--- src/diag_cfg_pkg.sv ---
package diag_cfg_pkg;
    // ------------------------------------------------------------
    // register map (byte addresses, one aligned word each)
    // ------------------------------------------------------------
    localparam logic [7:0] OFS_GLOBAL_CONFIGURATION = 8'h00;
    localparam logic [7:0] OFS_IRQ_STATUS = 8'h04;
    localparam logic [7:0] OFS_IRQ_MASK = 8'h08;
    localparam logic [7:0] OFS_PIN_STATE = 8'h0C;

    // ------------------------------------------------------------
    // reset values
    // ------------------------------------------------------------
    // step input filter defaults to on, everything else off
    localparam logic [31:0] GLOBAL_CONFIGURATION_RESET = 32'h0000_0002;
    localparam logic [3:0] IRQ_STATUS_RESET = 4'h0;
    localparam logic [3:0] IRQ_MASK_RESET = 4'h0;

    // ------------------------------------------------------------
    // global configuration field positions
    // ------------------------------------------------------------
    localparam int BIT_AXIS0_STEP_INPUT_FILTER = 1;
    localparam int BIT_AXIS0_DIRECTION_INVERT = 2;
    localparam int BIT_PIN_A_DRIVER_FAULT = 3;
    localparam int BIT_PIN_A_THERMAL_PREWARN = 4;
    localparam int BIT_PIN_A_STALL_OR_STEP = 5;
    localparam int BIT_PIN_B_STALL_OR_DIRECTION = 6;
    localparam int BIT_AXIS0_INDEX_ON_PIN_B = 7;
    localparam int BIT_PIN_A_DRIVE_TYPE = 8;
    localparam int BIT_PIN_B_DRIVE_TYPE = 9;
    localparam int BIT_PIN_A_IRQ_SOURCE_LO = 19;
    localparam int BIT_PIN_A_IRQ_SOURCE_HI = 20;
    localparam int BIT_PIN_A_FUNCTION_SELECT = 29;
    localparam int BIT_PIN_B_FUNCTION_SELECT = 30;

    // ------------------------------------------------------------
    // interrupt status layout and irq source encodings
    // ------------------------------------------------------------
    localparam int EVT_PIN_A_ASSERT = 0;
    localparam int EVT_PIN_B_ASSERT = 1;
    localparam int EVT_DRIVER_FAULT = 2;
    localparam int EVT_THERMAL_PREWARN = 3;
    localparam int EVT_COUNT = 4;
    localparam logic [1:0] IRQ_SRC_EITHER = 2'h0;
    localparam logic [1:0] IRQ_SRC_CTRL0 = 2'h1;
    localparam logic [1:0] IRQ_SRC_CTRL1 = 2'h2;
    localparam logic [1:0] IRQ_SRC_BOTH = 2'h3;
endpackage : diag_cfg_pkg

--- src/diag_route_if.sv ---
`timescale 1ns/1ns
// ------------------------------------------------------------
// configuration and source levels passed to the pin router
// ------------------------------------------------------------
interface diag_route_if #(parameter int MSTEP_W = 10);
    logic [31:0] cfg;
    logic [MSTEP_W-1:0] mstep_pos;
    logic stall;
    logic pos_compare;
    logic ramp_dir;
    logic ramp_step;
    logic ctrl0_irq;
    logic ctrl1_irq;
    logic overheat_fault;
    logic short_to_ground;
    logic thermal_prewarn;
    logic reset_hold;
    logic act_a;
    logic act_b;
    modport ctrl (output cfg, mstep_pos, stall, pos_compare, ramp_dir, ramp_step,
        ctrl0_irq, ctrl1_irq, overheat_fault, short_to_ground, thermal_prewarn,
        reset_hold, input act_a, act_b);
    modport route (input cfg, mstep_pos, stall, pos_compare, ramp_dir, ramp_step,
        ctrl0_irq, ctrl1_irq, overheat_fault, short_to_ground, thermal_prewarn,
        reset_hold, output act_a, act_b);
endinterface : diag_route_if

--- src/diag_route.sv ---
`timescale 1ns/1ns
module diag_route (
    // configuration and sources in, active levels out
    diag_route_if.route rif
);
    // ------------------------------------------------------------
    // motion controller interrupt merge
    // ------------------------------------------------------------
    function automatic logic irq_merge(input logic [1:0] sel, input logic i0, input logic i1);
        case (sel)
            diag_cfg_pkg::IRQ_SRC_EITHER: irq_merge = i0 | i1;
            diag_cfg_pkg::IRQ_SRC_CTRL0: irq_merge = i0;
            diag_cfg_pkg::IRQ_SRC_CTRL1: irq_merge = i1;
            default: irq_merge = i0 & i1;
        endcase
    endfunction : irq_merge

    logic [1:0] irq_sel;
    logic ramp_a;
    logic ramp_b;

    // pin a: ramp branch picks step or interrupts, otherwise stall
    assign irq_sel = rif.cfg[diag_cfg_pkg::BIT_PIN_A_IRQ_SOURCE_HI:diag_cfg_pkg::BIT_PIN_A_IRQ_SOURCE_LO];
    assign ramp_a = rif.cfg[diag_cfg_pkg::BIT_PIN_A_STALL_OR_STEP] ? rif.ramp_step
        : irq_merge(irq_sel, rif.ctrl0_irq, rif.ctrl1_irq);
    // all enabled sources are or-ed; reset hold wins regardless of setup
    assign rif.act_a = rif.reset_hold
        | (rif.cfg[diag_cfg_pkg::BIT_PIN_A_DRIVER_FAULT]
           & (rif.overheat_fault | rif.short_to_ground))
        | (rif.cfg[diag_cfg_pkg::BIT_PIN_A_THERMAL_PREWARN] & rif.thermal_prewarn)
        | (rif.cfg[diag_cfg_pkg::BIT_PIN_A_FUNCTION_SELECT] ? ramp_a
           : (rif.cfg[diag_cfg_pkg::BIT_PIN_A_STALL_OR_STEP] & rif.stall));

    // pin b: ramp branch picks direction or position compare
    assign ramp_b = rif.cfg[diag_cfg_pkg::BIT_PIN_B_STALL_OR_DIRECTION] ? rif.ramp_dir
        : rif.pos_compare;
    assign rif.act_b = (rif.cfg[diag_cfg_pkg::BIT_AXIS0_INDEX_ON_PIN_B]
           & (rif.mstep_pos == '0))
        | (rif.cfg[diag_cfg_pkg::BIT_PIN_B_FUNCTION_SELECT] ? ramp_b
           : (rif.cfg[diag_cfg_pkg::BIT_PIN_B_STALL_OR_DIRECTION] & rif.stall));
endmodule : diag_route

--- src/diag_pin_drive.sv ---
`timescale 1ns/1ns
module diag_pin_drive #(
    parameter bit RESET_ACTIVE = 1'b0
) (
    // clock, reset, enable
    input wire logic sys_clk,
    input wire logic rst_b,
    input wire logic ce,
    // requested level and drive type
    input wire logic active,
    input wire logic push_pull,
    // pin as output level and enable
    output logic pin_out,
    output logic pin_oe
);
    // ------------------------------------------------------------
    // active-low pin: open collector releases, push-pull drives high
    // ------------------------------------------------------------
    always_ff @(posedge sys_clk or negedge rst_b) begin
        if (!rst_b) begin
            pin_out <= 1'b0;
            pin_oe <= RESET_ACTIVE;
        end else if (ce) begin
            pin_oe <= active | push_pull;
            // open collector never drives high, so out stays low when released
            pin_out <= push_pull & ~active;
        end
    end
endmodule : diag_pin_drive

--- src/diag_pin_config_axis0.sv ---
`timescale 1ns/1ns
module diag_pin_config_axis0 #(
    parameter int MSTEP_W = 10
) (
    // clock, reset, enable
    input wire logic sys_clk,
    input wire logic rst_b,
    input wire logic ce,
    // apb slave
    input wire logic psel,
    input wire logic penable,
    input wire logic pwrite,
    input wire logic [7:0] paddr,
    input wire logic [31:0] pwdata,
    output logic [31:0] prdata,
    output logic pready,
    output logic pslverr,
    // diagnostic sources from the core
    input wire logic axis0_stall,
    input wire logic [MSTEP_W-1:0] axis0_mstep_pos,
    input wire logic pos_compare,
    input wire logic ramp0_dir,
    input wire logic ramp0_step,
    input wire logic ctrl0_irq,
    input wire logic ctrl1_irq,
    input wire logic overheat_fault,
    input wire logic short_to_ground,
    input wire logic thermal_prewarn,
    input wire logic device_reset_hold,
    // diagnostic pins, active low
    output logic diag_pin_a_out,
    output logic diag_pin_a_oe,
    output logic diag_pin_b_out,
    output logic diag_pin_b_oe,
    // axis 0 controls
    output logic axis0_direction_invert,
    output logic axis0_step_input_filter,
    // interrupt
    output logic irq
);
    // ------------------------------------------------------------
    // parameter check
    // ------------------------------------------------------------
    generate
        if (MSTEP_W < 1 || MSTEP_W > 16) begin : g_bad_width
            $error("MSTEP_W must lie between 1 and 16");
        end
    endgenerate

    // ------------------------------------------------------------
    // declarations
    // ------------------------------------------------------------
    diag_route_if #(.MSTEP_W(MSTEP_W)) rif ();

    logic [31:0] global_configuration_reg;
    logic [3:0] status_reg;
    logic [3:0] status_next;
    logic [3:0] mask_reg;
    logic [3:0] events;
    logic [3:0] wr_clear;
    logic [31:0] prdata_reg;
    logic pready_reg;
    logic pslverr_reg;
    logic irq_reg;
    logic act_a_prev_reg;
    logic act_b_prev_reg;
    logic fault_prev_reg;
    logic prewarn_prev_reg;
    logic fault_now;
    logic setup_phase;
    logic wr_fire;
    logic [31:0] rd_word;
    logic rd_hit;

    // ------------------------------------------------------------
    // helpers
    // ------------------------------------------------------------
    // a level that just rose
    function automatic logic rose(input logic now, input logic prev);
        rose = now & ~prev;
    endfunction : rose

    // word address decode, shared by read mux and write strobes
    function automatic logic is_reg(input logic [7:0] addr, input logic [7:0] ofs);
        is_reg = (addr == ofs);
    endfunction : is_reg

    // ------------------------------------------------------------
    // apb handshake
    // ------------------------------------------------------------
    assign setup_phase = psel & ~penable;
    assign wr_fire = ce & psel & penable & pready_reg & pwrite;

    // one wait-free access cycle after every setup cycle
    always_ff @(posedge sys_clk or negedge rst_b) begin
        if (!rst_b) begin
            pready_reg <= 1'b0;
        end else if (ce) begin
            pready_reg <= setup_phase;
        end
    end

    // read mux; reserved status bits read as zero
    always_comb begin
        rd_word = 32'h0000_0000;
        rd_hit = 1'b1;
        if (is_reg(paddr, diag_cfg_pkg::OFS_GLOBAL_CONFIGURATION)) begin
            rd_word = global_configuration_reg;
        end else if (is_reg(paddr, diag_cfg_pkg::OFS_IRQ_STATUS)) begin
            rd_word = {28'h0000000, status_reg};
        end else if (is_reg(paddr, diag_cfg_pkg::OFS_IRQ_MASK)) begin
            rd_word = {28'h0000000, mask_reg};
        end else if (is_reg(paddr, diag_cfg_pkg::OFS_PIN_STATE)) begin
            rd_word = {28'h0000000, diag_pin_b_oe, diag_pin_b_out, diag_pin_a_oe, diag_pin_a_out};
        end else begin
            rd_hit = 1'b0;
        end
    end

    // answer is captured in setup so it comes straight from a flop
    always_ff @(posedge sys_clk or negedge rst_b) begin
        if (!rst_b) begin
            prdata_reg <= 32'h0000_0000;
            pslverr_reg <= 1'b0;
        end else if (ce) begin
            if (setup_phase) begin
                prdata_reg <= pwrite ? 32'h0000_0000 : rd_word;
                pslverr_reg <= ~rd_hit;
            end else begin
                pslverr_reg <= 1'b0;
            end
        end
    end

    // ------------------------------------------------------------
    // configuration register
    // ------------------------------------------------------------
    // all 32 bits are stored so software reads back what it wrote
    always_ff @(posedge sys_clk or negedge rst_b) begin
        if (!rst_b) begin
            global_configuration_reg <= diag_cfg_pkg::GLOBAL_CONFIGURATION_RESET;
        end else if (wr_fire && is_reg(paddr, diag_cfg_pkg::OFS_GLOBAL_CONFIGURATION)) begin
            global_configuration_reg <= pwdata;
        end
    end

    // mask register, same layout as status
    always_ff @(posedge sys_clk or negedge rst_b) begin
        if (!rst_b) begin
            mask_reg <= diag_cfg_pkg::IRQ_MASK_RESET;
        end else if (wr_fire && is_reg(paddr, diag_cfg_pkg::OFS_IRQ_MASK)) begin
            mask_reg <= pwdata[3:0];
        end
    end

    // ------------------------------------------------------------
    // routing and pin drivers
    // ------------------------------------------------------------
    assign rif.cfg = global_configuration_reg;
    assign rif.mstep_pos = axis0_mstep_pos;
    assign rif.stall = axis0_stall;
    assign rif.pos_compare = pos_compare;
    assign rif.ramp_dir = ramp0_dir;
    assign rif.ramp_step = ramp0_step;
    assign rif.ctrl0_irq = ctrl0_irq;
    assign rif.ctrl1_irq = ctrl1_irq;
    assign rif.overheat_fault = overheat_fault;
    assign rif.short_to_ground = short_to_ground;
    assign rif.thermal_prewarn = thermal_prewarn;
    assign rif.reset_hold = device_reset_hold;

    diag_route u_route (
        .rif(rif.route)
    );

    // pin a resets active so a held reset shows on it at once
    diag_pin_drive #(.RESET_ACTIVE(1'b1)) u_pin_a (
        .sys_clk(sys_clk),
        .rst_b(rst_b),
        .ce(ce),
        .active(rif.act_a),
        .push_pull(global_configuration_reg[diag_cfg_pkg::BIT_PIN_A_DRIVE_TYPE]),
        .pin_out(diag_pin_a_out),
        .pin_oe(diag_pin_a_oe)
    );

    diag_pin_drive #(.RESET_ACTIVE(1'b0)) u_pin_b (
        .sys_clk(sys_clk),
        .rst_b(rst_b),
        .ce(ce),
        .active(rif.act_b),
        .push_pull(global_configuration_reg[diag_cfg_pkg::BIT_PIN_B_DRIVE_TYPE]),
        .pin_out(diag_pin_b_out),
        .pin_oe(diag_pin_b_oe)
    );

    // ------------------------------------------------------------
    // interrupt events
    // ------------------------------------------------------------
    assign fault_now = overheat_fault | short_to_ground;

    // previous levels for edge detection
    always_ff @(posedge sys_clk or negedge rst_b) begin
        if (!rst_b) begin
            act_a_prev_reg <= 1'b0;
            act_b_prev_reg <= 1'b0;
            fault_prev_reg <= 1'b0;
            prewarn_prev_reg <= 1'b0;
        end else if (ce) begin
            act_a_prev_reg <= rif.act_a;
            act_b_prev_reg <= rif.act_b;
            fault_prev_reg <= fault_now;
            prewarn_prev_reg <= thermal_prewarn;
        end
    end

    always_comb begin
        events = 4'h0;
        events[diag_cfg_pkg::EVT_PIN_A_ASSERT] = rose(rif.act_a, act_a_prev_reg);
        events[diag_cfg_pkg::EVT_PIN_B_ASSERT] = rose(rif.act_b, act_b_prev_reg);
        events[diag_cfg_pkg::EVT_DRIVER_FAULT] = rose(fault_now, fault_prev_reg);
        events[diag_cfg_pkg::EVT_THERMAL_PREWARN] = rose(thermal_prewarn, prewarn_prev_reg);
    end

    // write one to clear; a new event in the same cycle wins over the clear
    assign wr_clear = (wr_fire && is_reg(paddr, diag_cfg_pkg::OFS_IRQ_STATUS)) ? pwdata[3:0] : 4'h0;
    assign status_next = (status_reg & ~wr_clear) | events;

    always_ff @(posedge sys_clk or negedge rst_b) begin
        if (!rst_b) begin
            status_reg <= diag_cfg_pkg::IRQ_STATUS_RESET;
        end else if (ce) begin
            status_reg <= status_next;
        end
    end

    // level output, one cycle behind the status so it comes from a flop
    always_ff @(posedge sys_clk or negedge rst_b) begin
        if (!rst_b) begin
            irq_reg <= 1'b0;
        end else if (ce) begin
            irq_reg <= |(status_reg & mask_reg);
        end
    end

    // ------------------------------------------------------------
    // outputs
    // ------------------------------------------------------------
    assign prdata = prdata_reg;
    assign pready = pready_reg;
    assign pslverr = pslverr_reg;
    assign irq = irq_reg;
    assign axis0_direction_invert = global_configuration_reg[diag_cfg_pkg::BIT_AXIS0_DIRECTION_INVERT];
    assign axis0_step_input_filter = global_configuration_reg[diag_cfg_pkg::BIT_AXIS0_STEP_INPUT_FILTER];
endmodule : diag_pin_config_axis0

--- config.mk ---
export PLATFORM = sky130hd
export DESIGN_NAME = diag_pin_config_axis0
export DESIGN_NICKNAME = d
export VERILOG_FILES = /design/src/diag_cfg_pkg.sv /design/src/diag_route_if.sv /design/src/diag_route.sv /design/src/diag_pin_drive.sv /design/src/diag_pin_config_axis0.sv
export SDC_FILE = /design/constraint.sdc
export NUM_CORES = 1
export LEC_CHECK = 0
export BUFFER_PORTS_ARGS = -buffer_cell sky130_fd_sc_hd__buf_2
export CORE_ASPECT_RATIO = 2
export CORE_MARGIN = 2
export CORE_UTILIZATION = 45
export CTS_CLUSTER_SIZE = 8
export DETAILED_ROUTE_END_ITERATION = 10
export PLACE_DENSITY = 0.72
export SLEW_MARGIN = 20
export SYNTH_ARGS = -nofsm -noshare
export SYNTH_HDL_FRONTEND = slang
export SYNTH_SLANG_ARGS = --single-unit
--- constraint.sdc ---
create_clock -name sys_clk -period 4.69 [get_ports sys_clk]
set_input_delay 1.1725 -clock sys_clk [delete_from_list [all_inputs] [get_ports sys_clk]]
set_output_delay 1.1725 -clock sys_clk [all_outputs]
set_load 0.005 [all_outputs]
==> results <==
- The number of H-tree branching levels is 3.
- The synthesized design spends more area on one cell type than any other, namely dfrtp_1.
- Dividing total power by cell area gives a power density of about 350 nW/um^2.
- The final antenna-violating net count is 0.
- The number of synthesized flops with an enable pin is 0.
- The number of distinct library cell variants in the gate-level netlist after synthesis is 33.
- At the pin with the least slew margin, the transition time is ~850 ps.
- The sink count of the clock tree is 83.
- Synthesis handed over a netlist of ~260 instances.
- The maximum clock frequency is 324 MHz.
- The share of final-layout standard cells stronger than drive strength 1 is a little over half.
- The clock transition at the registers of the reported paths is about 60 ps.
- Global routing used between 20% and 30% of the available tracks across all layers.
- The total setup buffers inserted after CTS is 0.
- The number of gates resized after CTS is 0.
- The final weighted congestion in routability-driven placement is slightly above 0.8.
- For this configuration, the core starts out at a cell density of around 47%.
- STA puts the critical path data arrival time at 3290 ps.
- The final clock period utilization by the worst path is between 60% and 70%.
- The first global-routing pass estimated 12.5 mm of wire.
- Clock latency on the worst-skew pair, taken at its later pin, is approximately 330 ps.
- Dividing the synthesized area by the synthesized cell count gives approximately 13 um^2.
- The dominant combinational cell family by area after synthesis is compound AO/OA/AOI/OAI gates.
- The static leakage is 2.25 nW.
- The number of port buffers is around 110.
- The worst hold path class is flop to flop.
- Setup repair after global routing left no endpoint under its margin.
- The number of primary I/O pins is 107.
- The simple-gate area share of the yosys netlist is between 7 and 8%.
- The DRC marker count from the first detailed-route iteration is approximately 90.
- The most instantiated flip-flop cell in the synthesis netlist is dfrtp_1.
- The tool flagged a number of max-cap violations equal to 0.
- In this run the cell area measured after placement is about 4000 um^2.
- The compound-gate portion of the synthesized area is between 10% and 20%.
- The row count is 44.
- The multiplexer fraction of the synthesized cell area is approximately 14%.
- The setup path with the least slack is of type primary input to flop.
- The net count after synthesis is around 320.
- The xor-xnor portion of the synthesized cell area is 0%.
- The y dimension of the die is between 100 and 150 um.
- The relative slew slack is between 40% and 50%.
- The core region area is between 7000 and 8000 um^2.
- The register area share after synthesis is between 60% and 70%.
- At the end of the flow, the number of nets in the layout was approximately 430.
- The cell area after synthesis is ~3400 um^2.
- The critical path data required time is roughly 4900 ps.
- Before antenna repair, the detailed router went through 4 iterations.
- Synthesis inferred 83 register bits.
- The number of fill cells is ~630.
- The design draws approximately 1.5 mW.
- The share of synthesized area in the top cell type comes to slightly below 60%.
- Using the TritonRoute via totals, the vias-per-cell ratio works out to approximately 5.4.
- The total number of vias is 2492.
- TritonCTS built the clock tree.
- The routed wire length per instance is 17.0 um.
- The number of antenna violations at the first check in global routing is 0.
- The hold violation total from the final report was 0.
- The proportion of synthesized flip-flops having asynchronous set or reset is 100%.
- The type of destination of the critical path is a flop.
- The largest fanout on the critical path is 32.
- From left edge to right edge, the die measures around 66 um.
- The number of slew-limit violations in the final report came to 0.
- The hold buffer count at CTS is 0.
- The setup TNS is 0 ps.
- The maximum resistive drop on vdd is roughly 0.32 mV.
- The number of global-route vias before repair came to 2555.
- The synthesis warning total is 0.
- The final number of setup-violating endpoints is 0.
- The total congestion overflow is 0.
- After routing the design area is 4300 um^2.
- Detailed placement finished with a half-perimeter wire length of about 5.6 mm.
- The routed design has between 7 and 8 mm of wire.
- The longest clock path from root to sink contains 2 buffers.
- The overall die area is 8330 um^2.
- Sorting the synthesized cells by area gives the leading types as dfrtp_1 59%, mux2_2 13%, a22o_2 5.9%.
- The clock period could shrink to slightly above 3000 ps.
- The final-layout worst hold slack is 488 ps.
- STA classifies the critical path startpoint as a primary input.
- Relative to the synthesized area, the layout overhead comes to 26.3%.
- The DRC violations left is 0.
- The run finished with clean final reports.
- The number of buffers created by CTS is 9.
- The area share of fa/ha/maj cells after synthesis is 0%.
- The root buffer cell chosen for the clock tree is clkbuf_16.
- For the final database, setup skew stands at roughly 4.7 ps.
- The largest net degree at the start of global routing is 84.
through the flow:
stage                     utilization, %  instances  worst slack [ps]
after floorplan                        -        256              1880
after global placement              54.6        441              1270
after detailed placement            54.6        441              1220
after CTS                           58.7        457              1550
after global routing                58.7        457              1460
final                               58.8        458              1600
area by class of cell:
class                           instances  area, um^2  share of cell area, %
Clock inverter                          4        50.0                   1.16
Multi-Input combinational cell        148        1220                   28.4
Clock buffer                           12         246                   5.73
Sequential cell                        83        2080                   48.3
Inverter                               11        41.3                  0.960
Tap cell                               92         115                   2.68
Timing Repair Buffer                  107         544                   12.6
Antenna cell                            1        2.50                 0.0582
path summary, 6_finish.rpt:
kind	from	to	slack, ps	depth (start not counted)
setup / recovery	paddr[1]	global_configuration_reg[4]	1600	5
hold / removal	global_configuration_reg[23]	prdata[23]	490	1
setup reg to reg	pready	global_configuration_reg[4]	2640	4
hold reg to reg	global_configuration_reg[23]	prdata[23]	490	1
max in group asynchronous	rst_b	prdata[29]	3290	1
min in group asynchronous	rst_b	prdata[0]	850	1
routing by layer:
layer  vias to the layer above  track usage, %  share of wire [%]  wire length, um
li1                       1145               -                  -                -
met1                      1236            24.8                 38             2950
met2                        93            33.1                 54             4190
met3                        18            4.05                5.0              393
met4                         0            10.3                3.3              259
met5                         -               0                  0                0
worst max-delay path: stages:
cell and delay (ps):
buf_2 90, or4_4 550, nor2_1 220, nand3_2 690, mux2_2 550
where the power goes:
part	internal (mW)	leakage (nW)	total (mW)	switching (mW)
Clock	0.426	0.139	0.694	0.267
Sequential	0.724	1.12	0.729	0.00482
Combinational	0.0320	0.992	0.0756	0.0436
Total	1.18	2.25	1.50	0.316
logic make-up (layout without fill, tap and decap cells):
group	count (synthesis)	after routing
flops	83	83
other cells	0	1
compound gates	57	57
buf+inv	25	134
mux	42	42
simple gates	49	49
Yosys cell counts (3+ instances only):
cell type	count
dfrtp_1	81
mux2_2	38
a22o_2	20
nand2_1	12
nor2_1	12
inv_1	11
clkbuf_1	10
a22o_1	8
a32o_1	8
or2_2	7
a21oi_1	6
mux2i_1	4
nand3_1	4
a31oi_1	3
nor4_1	3
o21ai_0	3
o22ai_1	3
cells in the final DEF, fill, tap and decap left out, drive strengths merged, types with 4 or more instances in the layout:
cell type and instances:
a21oi 6, a22o 28, a32o 8, buf 107, clkbuf 12, dfrtp 81, inv 11, mux2 38
mux2i 4, nand2 12, nand3 4, nor2 12, or2 7
(Power assumes the default switching activity.)
